[src/pkg/cfg_resp_pkg.sv]
// constants and carriers for the sideband configuration read responder
package cfg_resp_pkg;

    // ====
    // command codes and length pairs
    localparam logic [7:0] CMD_EXT_RD  = 8'h61;
    localparam logic [7:0] CMD_LOC_RD  = 8'hE1;
    localparam logic [7:0] WL_EXT      = 8'h06;
    localparam logic [7:0] RL_EXT      = 8'h05;
    localparam logic [7:0] WL_LOC      = 8'h05;
    localparam logic [7:0] RL_LOC_BYTE = 8'h02;
    localparam logic [7:0] RL_LOC_WORD = 8'h03;
    localparam logic [7:0] RL_LOC_DW   = 8'h05;
    localparam logic [7:0] WL_BANK     = 8'h05;
    localparam logic [7:0] RL_BANK     = 8'h09;

    // ====
    // completion codes
    localparam logic [7:0] CC_PASS     = 8'h40;
    localparam logic [7:0] CC_TIMEOUT  = 8'h80;
    localparam logic [7:0] CC_NO_RES   = 8'h81;
    localparam logic [7:0] CC_LOW_PWR  = 8'h82;
    localparam logic [7:0] CC_INVALID  = 8'h90;
    localparam logic [7:0] CC_CTRL_ERR = 8'h91;

    // ====
    // configuration address fields
    localparam int         BUS_MSB     = 27;
    localparam int         BUS_LSB     = 20;
    localparam int         LBUS_MSB    = 23;
    localparam int         LBUS_LSB    = 20;
    localparam int         RSVD_LSB    = 28;
    localparam logic [3:0] BUS_IIO     = 4'h0;
    localparam logic [3:0] BUS_UNCORE  = 4'h1;

    // ====
    // error bank layout
    localparam logic [4:0]  BANK_LAST      = 5'h13;
    localparam logic [4:0]  BANK_CORE_LAST = 5'h03;
    localparam logic [4:0]  BANK_NO_CTL    = 5'h02;
    localparam logic [4:0]  BANK_NO_AM_A   = 5'h02;
    localparam logic [4:0]  BANK_NO_AM_B   = 5'h04;
    localparam logic [19:0] BANK_RESERVED  = 20'h1E140;
    localparam logic [2:0]  SEL_CTL        = 3'h0;
    localparam logic [2:0]  SEL_STATUS     = 3'h1;
    localparam logic [2:0]  SEL_ADDR       = 3'h2;
    localparam logic [2:0]  SEL_MISC       = 3'h3;
    localparam logic [2:0]  SEL_GLOBAL     = 3'h4;

    // ====
    // timing
    localparam int TGT_TIMEOUT_NS  = 10000;
    localparam int CLK_PERIOD_NS   = 8;
    localparam int TGT_TIMEOUT_CYC = TGT_TIMEOUT_NS / CLK_PERIOD_NS;

    // ====
    // types
    typedef enum logic [1:0] {
        KIND_EXT  = 2'b00,
        KIND_LOC  = 2'b01,
        KIND_BANK = 2'b10
    } kind_e;

    typedef enum logic [1:0] {
        FCS_GOOD  = 2'b00,
        FCS_BAD   = 2'b01,
        FCS_ABORT = 2'b10
    } fcs_e;

    typedef struct packed {
        kind_e       kind;
        logic [31:0] addr;
        logic [2:0]  nbytes;
        logic [7:0]  proc_id;
        logic [4:0]  bank;
        logic [2:0]  sel;
    } acc_s;

endpackage

[src/design/cfg_read_responder.sv]
// sideband config and error bank read interpreter
// Notes on behaviour
// - bank 2 addr/misc/ctl, bank 4 addr/misc unimplemented
// - uncore banks ignore processor identifier
// - core banks same value for sibling threads
// - disabled core/thread bank: zeros, code 0x90
// - absent link banks: zeros, code 0x40
// - banks 6, 8, 13-16 reserved
// - hung target may never answer
// - external unimplemented: ones pass, or 0x90
// - external address: bus, device, function, register
// - external read: code 0x61, lengths 6/5
// - external read only four-byte reply
// - reply opens with completion code
// - address and data least byte first
// - electrical error bad check, mismatch aborts
// - completion code encodings
// - delivered and answered means pass code
// - local hidden 0x90, absent function zeros
// - local reads ignore locks and enumeration
// - bad local bus: zeros, passing code
// - local read lengths 5 / 2,3,5
// - local read code 0xe1, 1/2/4 bytes
`timescale 1ns/1ps

module cfg_read_responder #(
    parameter logic [7:0]  BANK_CMD      = 8'hA0,
    parameter int          NUM_THREADS   = 16,
    parameter logic [19:0] LINK_BANKS    = 20'h00080,
    parameter int          TIMEOUT_CYC   = cfg_resp_pkg::TGT_TIMEOUT_CYC
) (
    input  wire logic                 core_clk,
    input  wire logic                 resetn,
    input  wire logic                 rx_start,
    input  wire logic [7:0]           rx_wl,
    input  wire logic [7:0]           rx_rl,
    input  wire logic                 rx_valid,
    input  wire logic [7:0]           rx_byte,
    input  wire logic                 rx_end,
    input  wire logic                 rx_elec_err,
    input  wire logic [NUM_THREADS-1:0] thread_off,
    input  wire logic                 link_off,
    output logic                      acc_valid,
    output cfg_resp_pkg::acc_s        acc_req,
    input  wire logic                 tgt_done,
    input  wire logic [7:0]           tgt_cc,
    input  wire logic [63:0]          tgt_data,
    output logic                      tx_valid,
    output logic [7:0]                tx_byte,
    output logic                      tx_last,
    input  wire logic                 tx_ready,
    output logic                      st_valid,
    output cfg_resp_pkg::fcs_e        st_kind,
    output logic                      busy
);

    // ====
    // reset release
    logic [1:0] rst_sync_r;
    logic       rst_n;

    always_ff @(posedge core_clk or negedge resetn) begin
        if (!resetn) begin
            rst_sync_r <= 2'b00;
        end else begin
            rst_sync_r <= {rst_sync_r[0], 1'b1};
        end
    end
    assign rst_n = rst_sync_r[1];

    // ====
    // helpers
    function automatic logic pair_ok(input logic [7:0] cmd, input logic [7:0] wl,
                                     input logic [7:0] rl, input logic [7:0] got);
        logic ok;
        ok = 1'b0;
        if (cmd == cfg_resp_pkg::CMD_EXT_RD) begin
            ok = (wl == cfg_resp_pkg::WL_EXT) && (rl == cfg_resp_pkg::RL_EXT);
        end else if (cmd == cfg_resp_pkg::CMD_LOC_RD) begin
            ok = (wl == cfg_resp_pkg::WL_LOC) &&
                 ((rl == cfg_resp_pkg::RL_LOC_BYTE) || (rl == cfg_resp_pkg::RL_LOC_WORD) ||
                  (rl == cfg_resp_pkg::RL_LOC_DW));
        end else if (cmd == BANK_CMD) begin
            ok = (wl == cfg_resp_pkg::WL_BANK) && (rl == cfg_resp_pkg::RL_BANK);
        end
        pair_ok = ok && (got == wl);
    endfunction

    function automatic logic [7:0] reply_byte(input logic [7:0] cc, input logic [63:0] d,
                                              input logic [7:0] idx);
        logic [7:0] b;
        b = cc;
        if (idx != 8'h00) begin
            b = d[8*(3'(idx - 8'h01)) +: 8];
        end
        reply_byte = b;
    endfunction

    // ====
    // state
    typedef enum logic [2:0] {
        ST_IDLE  = 3'b000,
        ST_RECV  = 3'b001,
        ST_WAIT  = 3'b010,
        ST_SEND  = 3'b011,
        ST_DONE  = 3'b100
    } state_e;

    state_e             state_r,    state_nxt;
    logic [7:0]         wl_r,       wl_nxt;
    logic [7:0]         rl_r,       rl_nxt;
    logic [7:0]         pay_r [6],  pay_nxt [6];
    logic [7:0]         cnt_r,      cnt_nxt;
    logic [15:0]        tmo_r,      tmo_nxt;
    logic [7:0]         cc_r,       cc_nxt;
    logic [63:0]        data_r,     data_nxt;
    logic               acc_valid_r, acc_valid_nxt;
    cfg_resp_pkg::acc_s acc_r,      acc_nxt;
    logic               tx_valid_r, tx_valid_nxt;
    logic [7:0]         tx_byte_r,  tx_byte_nxt;
    logic               tx_last_r,  tx_last_nxt;
    logic               st_valid_r, st_valid_nxt;
    cfg_resp_pkg::fcs_e st_kind_r,  st_kind_nxt;

    // decoded request fields
    logic [7:0]  cmd;
    logic [31:0] ext_addr;
    logic [31:0] loc_addr;
    logic [7:0]  proc_id;
    logic [4:0]  bank;
    logic [2:0]  sel;
    logic        core_bank;
    logic        bank_bad;
    logic        thr_off;

    always_comb begin
        cmd      = pay_r[0];
        ext_addr = {pay_r[5], pay_r[4], pay_r[3], pay_r[2]};
        ext_addr[31:cfg_resp_pkg::RSVD_LSB] = 4'h0;
        loc_addr = {8'h00, pay_r[4], pay_r[3], pay_r[2]};
        proc_id  = pay_r[2];
        bank     = pay_r[3][4:0];
        sel      = pay_r[4][2:0];
        core_bank = (bank <= cfg_resp_pkg::BANK_CORE_LAST);
        bank_bad = (pay_r[3] > {3'h0, cfg_resp_pkg::BANK_LAST}) ||
                   cfg_resp_pkg::BANK_RESERVED[bank] ||
                   ((bank == cfg_resp_pkg::BANK_NO_CTL) && (sel == cfg_resp_pkg::SEL_CTL)) ||
                   (((bank == cfg_resp_pkg::BANK_NO_AM_A) || (bank == cfg_resp_pkg::BANK_NO_AM_B))
                    && ((sel == cfg_resp_pkg::SEL_ADDR) || (sel == cfg_resp_pkg::SEL_MISC)));
        thr_off  = (proc_id >= 8'(NUM_THREADS)) ? 1'b1 : thread_off[proc_id[$clog2(NUM_THREADS)-1:0]];
    end

    // ====
    // next state
    always_comb begin
        state_nxt     = state_r;
        wl_nxt        = wl_r;
        rl_nxt        = rl_r;
        pay_nxt       = pay_r;
        cnt_nxt       = cnt_r;
        tmo_nxt       = tmo_r;
        cc_nxt        = cc_r;
        data_nxt      = data_r;
        acc_valid_nxt = acc_valid_r;
        acc_nxt       = acc_r;
        tx_valid_nxt  = tx_valid_r;
        tx_byte_nxt   = tx_byte_r;
        tx_last_nxt   = tx_last_r;
        st_valid_nxt  = 1'b0;
        st_kind_nxt   = st_kind_r;
        case (state_r)
            ST_IDLE: begin
                if (rx_start) begin
                    wl_nxt    = rx_wl;
                    rl_nxt    = rx_rl;
                    cnt_nxt   = 8'h00;
                    state_nxt = ST_RECV;
                end
            end
            ST_RECV: begin
                if (rx_valid && (cnt_r < 8'h06)) begin
                    pay_nxt[cnt_r[2:0]] = rx_byte;
                end
                if (rx_valid) begin
                    cnt_nxt = cnt_r + 8'h01;
                end
                if (rx_end) begin
                    cc_nxt    = cfg_resp_pkg::CC_PASS;
                    data_nxt  = 64'h0;
                    cnt_nxt   = 8'h00;
                    tmo_nxt   = 16'h0;
                    state_nxt = ST_SEND;
                    if (rx_elec_err) begin
                        st_valid_nxt = 1'b1;
                        st_kind_nxt  = cfg_resp_pkg::FCS_BAD;
                        state_nxt    = ST_IDLE;
                    end else if (!pair_ok(cmd, wl_r, rl_r, cnt_r)) begin
                        st_valid_nxt = 1'b1;
                        st_kind_nxt  = cfg_resp_pkg::FCS_ABORT;
                        state_nxt    = ST_IDLE;
                    end else if (cmd == cfg_resp_pkg::CMD_EXT_RD) begin
                        acc_nxt       = '{cfg_resp_pkg::KIND_EXT, ext_addr, 3'h4,
                                          8'h00, 5'h00, 3'h0};
                        acc_valid_nxt = 1'b1;
                        state_nxt     = ST_WAIT;
                    end else if (cmd == cfg_resp_pkg::CMD_LOC_RD) begin
                        if ((loc_addr[cfg_resp_pkg::LBUS_MSB:cfg_resp_pkg::LBUS_LSB] !=
                             cfg_resp_pkg::BUS_IIO) &&
                            (loc_addr[cfg_resp_pkg::LBUS_MSB:cfg_resp_pkg::LBUS_LSB] !=
                             cfg_resp_pkg::BUS_UNCORE)) begin
                            cc_nxt = cfg_resp_pkg::CC_PASS;
                        end else begin
                            // no lock gating
                            acc_nxt       = '{cfg_resp_pkg::KIND_LOC, loc_addr,
                                              3'(rl_r - 8'h01), 8'h00, 5'h00, 3'h0};
                            acc_valid_nxt = 1'b1;
                            state_nxt     = ST_WAIT;
                        end
                    end else begin
                        if (sel >= cfg_resp_pkg::SEL_GLOBAL) begin
                            acc_nxt       = '{cfg_resp_pkg::KIND_BANK, 32'h0, 3'h0,
                                              8'h00, 5'h00, sel};
                            acc_valid_nxt = 1'b1;
                            state_nxt     = ST_WAIT;
                        end else if (bank_bad) begin
                            cc_nxt = cfg_resp_pkg::CC_INVALID;
                        end else if (LINK_BANKS[bank] && link_off) begin
                            cc_nxt = cfg_resp_pkg::CC_PASS;
                        end else if (core_bank && thr_off) begin
                            cc_nxt = cfg_resp_pkg::CC_INVALID;
                        end else begin
                            acc_nxt       = '{cfg_resp_pkg::KIND_BANK, 32'h0, 3'h0,
                                              core_bank ? {proc_id[7:1], 1'b0} : 8'h00,
                                              bank, sel};
                            acc_valid_nxt = 1'b1;
                            state_nxt     = ST_WAIT;
                        end
                    end
                end
            end
            ST_WAIT: begin
                tmo_nxt = tmo_r + 16'h1;
                if (tgt_done) begin
                    cc_nxt        = tgt_cc;
                    data_nxt      = tgt_data;
                    acc_valid_nxt = 1'b0;
                    state_nxt     = ST_SEND;
                end else if (tmo_r >= 16'(TIMEOUT_CYC - 1)) begin
                    cc_nxt        = cfg_resp_pkg::CC_TIMEOUT;
                    data_nxt      = 64'h0;
                    acc_valid_nxt = 1'b0;
                    state_nxt     = ST_SEND;
                end
            end
            ST_SEND: begin
                if (!tx_valid_r) begin
                    tx_valid_nxt = 1'b1;
                    tx_byte_nxt  = reply_byte(cc_r, data_r, 8'h00);
                    tx_last_nxt  = (rl_r == 8'h01);
                    cnt_nxt      = 8'h01;
                end else if (tx_ready) begin
                    if (tx_last_r) begin
                        tx_valid_nxt = 1'b0;
                        tx_last_nxt  = 1'b0;
                        st_valid_nxt = 1'b1;
                        st_kind_nxt  = cfg_resp_pkg::FCS_GOOD;
                        state_nxt    = ST_DONE;
                    end else begin
                        tx_byte_nxt = reply_byte(cc_r, data_r, cnt_r);
                        tx_last_nxt = (cnt_r + 8'h01 == rl_r);
                        cnt_nxt     = cnt_r + 8'h01;
                    end
                end
            end
            ST_DONE: begin
                state_nxt = ST_IDLE;
            end
            default: begin
                state_nxt = ST_IDLE;
            end
        endcase
    end

    // ====
    // registers
    always_ff @(posedge core_clk or negedge rst_n) begin
        if (!rst_n) begin
            state_r     <= ST_IDLE;
            wl_r        <= 8'h00;
            rl_r        <= 8'h00;
            pay_r       <= '{default: 8'h00};
            cnt_r       <= 8'h00;
            tmo_r       <= 16'h0000;
            cc_r        <= 8'h00;
            data_r      <= 64'h0;
            acc_valid_r <= 1'b0;
            acc_r       <= '0;
            tx_valid_r  <= 1'b0;
            tx_byte_r   <= 8'h00;
            tx_last_r   <= 1'b0;
            st_valid_r  <= 1'b0;
            st_kind_r   <= cfg_resp_pkg::FCS_GOOD;
        end else begin
            state_r     <= state_nxt;
            wl_r        <= wl_nxt;
            rl_r        <= rl_nxt;
            pay_r       <= pay_nxt;
            cnt_r       <= cnt_nxt;
            tmo_r       <= tmo_nxt;
            cc_r        <= cc_nxt;
            data_r      <= data_nxt;
            acc_valid_r <= acc_valid_nxt;
            acc_r       <= acc_nxt;
            tx_valid_r  <= tx_valid_nxt;
            tx_byte_r   <= tx_byte_nxt;
            tx_last_r   <= tx_last_nxt;
            st_valid_r  <= st_valid_nxt;
            st_kind_r   <= st_kind_nxt;
        end
    end

    // busy: not idle
    logic busy_r;
    always_ff @(posedge core_clk or negedge rst_n) begin
        if (!rst_n) begin
            busy_r <= 1'b0;
        end else begin
            busy_r <= (state_nxt != ST_IDLE);
        end
    end

    assign acc_valid = acc_valid_r;
    assign acc_req   = acc_r;
    assign tx_valid  = tx_valid_r;
    assign tx_byte   = tx_byte_r;
    assign tx_last   = tx_last_r;
    assign st_valid  = st_valid_r;
    assign st_kind   = st_kind_r;
    assign busy      = busy_r;

endmodule

[config.mk]
export PLATFORM = sky130hd
export DESIGN_NAME = cfg_read_responder
export DESIGN_NICKNAME = d
export VERILOG_FILES = /design/src/pkg/cfg_resp_pkg.sv /design/src/design/cfg_read_responder.sv
export SDC_FILE = /design/constraint.sdc
export NUM_CORES = 1
export LEC_CHECK = 0
export ABC_AREA = 1
export BUFFER_PORTS_ARGS = -buffer_cell sky130_fd_sc_hd__buf_2
export CAP_MARGIN = 15
export CORE_AREA = 2 2 143 145
export DETAILED_ROUTE_END_ITERATION = 6
export DIE_AREA = 0 0 145 147
export GPL_TIMING_DRIVEN = 0
export PLACE_DENSITY_LB_ADDON = 0.1
export SETUP_SLACK_MARGIN = 0.4
export SLEW_MARGIN = 20
export SYNTH_ARGS = -nofsm -noshare
export SYNTH_HDL_FRONTEND = slang
export SYNTH_SLANG_ARGS = --single-unit
[constraint.sdc]
create_clock -name core_clk -period 11.65 [get_ports core_clk]
set_clock_uncertainty 0.05 [all_clocks]
set_input_delay 2.33 -clock core_clk [delete_from_list [all_inputs] [get_ports core_clk]]
set_output_delay 2.33 -clock core_clk [all_outputs]
set_load 0.005 [all_outputs]
==> flow_metrics.tcl <==
set metrics [dict create \
    wl_per_cell_um 16.3 \
    synth_top_area_share 0.506 \
    path_common_cell "clkbuf_1" \
    syn-instance-count 1320 \
    postSynth.asyncResetShare 1.00 \
    ctsResizeCount 0 \
    p_per_area_nw_per_um2 223 \
    synthTopCellsByArea "dfrtp_1, nand2_1, nand3_1" \
    drt_iter0_markers 641 \
    hold_viol_final 0 \
    htreeDepth 1 \
    tightest_slew_ps 782 \
    slew-limit-headroom 0.475 \
    synth_cell_type_count 45 \
    area_growth_pct 20.3 \
    grt_pass1_wl_um 47700 \
    via_per_inst 5.33 \
    status "finished clean" \
    fin_nets 1666 \
    slowest_delay_ps 530 \
    setup_viol 0 \
    ys_top_cells_by_count "nand2_1, dfrtp_1, nand3_1, inv_1, o21ai_0" \
    irDropWorstVdd_v 0.000124 \
    insertion_delay_ps 520 \
    cts_hold_buf 0 \
    slowest_stage "clkbuf_1" \
    cts_tree "yes" \
    drive_gt1_frac 0.184 \
    power.leakage_nw 6.58 \
    die_y_um 147 \
    crit_start "cnt_r[0]" \
    hpwl_um 22300 \
    start_util 0.538 \
    core-area_um2 19800 \
    crit_end "tx_byte[2]" \
    worst-endpoint-required_ps 12060 \
    critical_path.cell_chain "inv_1 > clkbuf_1 > clkbuf_1 > ha_1 > clkbuf_1 > clkinv_1 > clkbuf_1 > a21oi_1 > o21ai_0 > nand3_1 > o211ai_1 > a21oi_1" \
    place.gp.congestion 0.898 \
    cts_sinks 216 \
    post-route-period-util 0.336 \
    synth_edf_count 0 \
    io_pins 189 \
    cp-end-kind "flop" \
    rrSetupSlack_ps 7740 \
    drtAntennaViolNets 0 \
    worstSetupStartpointType "flop" \
    ctsRootBufferMaster "clkbuf_16" \
    crit_family "buffers and inverters" \
    cts_buffer_depth 3 \
    via_count 9713 \
    cts.clk_slew.worst_paths_ps 70 \
    rsz0062_at_grt "false" \
    r2r-start "cnt_r[0]" \
    r2r-end "tx_byte[2]" \
    path_class "reg2reg" \
    r2r_cells 12 \
    remaining_drc_errors 0 \
    grt_pass1_vias 9402 \
    min_period_ps 3910 \
    fmax_ghz 0.256 \
    nFillCells 1811 \
    fin_util 0.647 \
    yosys.area.top_type "dfrtp_1" \
    track_usage 0.279 \
    seq_area_frac_synth 0.506 \
    yosysMostFrequentCell "nand2_1" \
    routed_wl_um 29700 \
    cp.depth 12 \
    antenna_found_initial 0 \
    grt.overflow.total 0 \
    netlist_area_um2 10700 \
    io_buffers 182 \
    arrival_ps 4320 \
    p_total_w 0.00287 \
    setup_tns_ps 0 \
    yosys_warnings 0 \
    n_antenna_cell 0 \
    placementRows 52 \
    cts_made_buffers 24 \
    firstDrtPassIters 5 \
    cp_num_buf_inv 6 \
    avgSynthCellArea_um2 8.09 \
    ys_seq_elements 216 \
    grt_max_degree 55 \
    cap_violations 0 \
    drv_slew 0 \
    synth_top_flop_cell "dfrtp_1" \
    hold_class "reg2async" \
    path_max_fanout 10 \
    die_x_um 145 \
    fp.dieArea_um2 21300 \
    cts_setup_buffers 0 \
]
[routing by layer]
layer | global-route usage | routed length [µm] | share of wire
met2 | 0.476 | 14200 | 0.48
met1 | 0.365 | 12400 | 0.42
met4 | 0.0975 | 938 | 0.032
met5 | 0 | 0 | 0
met3 | 0.0457 | 2170 | 0.073
[layout make-up]
class                   instances  area (µm²)  area share
clock inverters                 9         100     0.00779
flip-flops and latches        216        5410       0.421
multi-input cells             903        4410       0.343
inverters                     138         518      0.0403
repair buffers                186        1010      0.0783
clock buffers                  34         709      0.0552
well taps                     270         338      0.0263
plain buffers                  67         355      0.0277
[registers in the layout, summed over array words and instances, names as in the netlist, 8 cells and up]
register / count
acc_req: 48
cc_r: 8
cmd: 8
cnt_r: 8
data_r: 64
ext_addr: 15
proc_id: 8
rl_r: 8
tmo_r: 16
tx_byte: 8
wl_r: 8
[worst min-delay path by stage]
stage	start	cells past startpoint	endpoint
after floorplan	rst_sync_r[0]	0	rst_sync_r[1]
after global placement	rst_sync_r[0]	0	rst_sync_r[1]
after detailed placement	rst_sync_r[1]	0	tmo_r[9]
after CTS	rst_sync_r[1]	0	data_r[11]
after global routing	rst_sync_r[1]	0	tmo_r[9]
final	rst_sync_r[1]	0	tmo_r[9]
[layout by cell type (no fill, tap or decap), types with 3 or more instances in the layout]
master	synthesis	routed
inv_1	129	129
buf_4	9	9
clkbuf_8	0	5
nor4_1	3	3
buf_2	8	190
clkinv_2	0	5
o211ai_1	10	10
dfrtp_1	216	215
clkbuf_1	39	43
clkbuf_16	0	25
xor2_1	10	10
nor2_2	3	3
o21ai_0	111	111
ha_1	9	9
a31oi_1	3	3
mux2_2	4	4
a21oi_1	99	99
conb_1	2	6
mux2i_1	3	3
nand2_2	6	6
nand4_1	23	23
buf_1	3	3
xnor2_1	5	5
o21ai_1	3	3
nand2_1	321	321
inv_2	7	7
a21boi_0	8	8
nor3_1	16	16
buf_6	8	8
nor2_1	86	86
nand3_1	143	143
nor2_4	3	3
o22ai_1	10	10
[report_power, final]
group          internal, W  switching (W)  total [W]
registers         0.000947       0.000135    0.00108
logic             0.000319       0.000691    0.00101
clock network     0.000467       0.000307   0.000774
[cell families after synthesis]
kind of cell    Yosys count  share of synthesized area
compound gates          255                      0.130
xor+xnor                 15                     0.0123
fa+ha+maj                 9                     0.0105
buf+inv                 205                     0.0818
flops                   216                      0.506
mux                       7                    0.00703
other cells               2                   0.000703
simple gates            611                      0.252
[worst reg2reg max path: stages (launching register included)]
cell and delay [ps]:
dfrtp_1 420, inv_1 160, clkbuf_1 530, clkbuf_1 460, ha_1 230, clkbuf_1 350
clkinv_1 450, clkbuf_1 410, a21oi_1 220, o21ai_0 130, nand3_1 160, o211ai_1 130
a21oi_1 140
[through the flow]
stage | std cells | instance area (µm²) | hold WS (ps) | worst slack [ps]
2_1_floorplan | 1324 | 10700 | 281 | 5140
3_3_place_gp | 1776 | 11900 | 287 | 2600
3_5_place_dp | 1780 | 12000 | 246 | 7480
4_1_cts | 1823 | 12800 | 245 | 7830
5_1_grt | 1823 | 12800 | 266 | 7540
6_report | 1823 | 12800 | 223 | 7740
No activity file was read; power rests on OpenSTA's default activity.
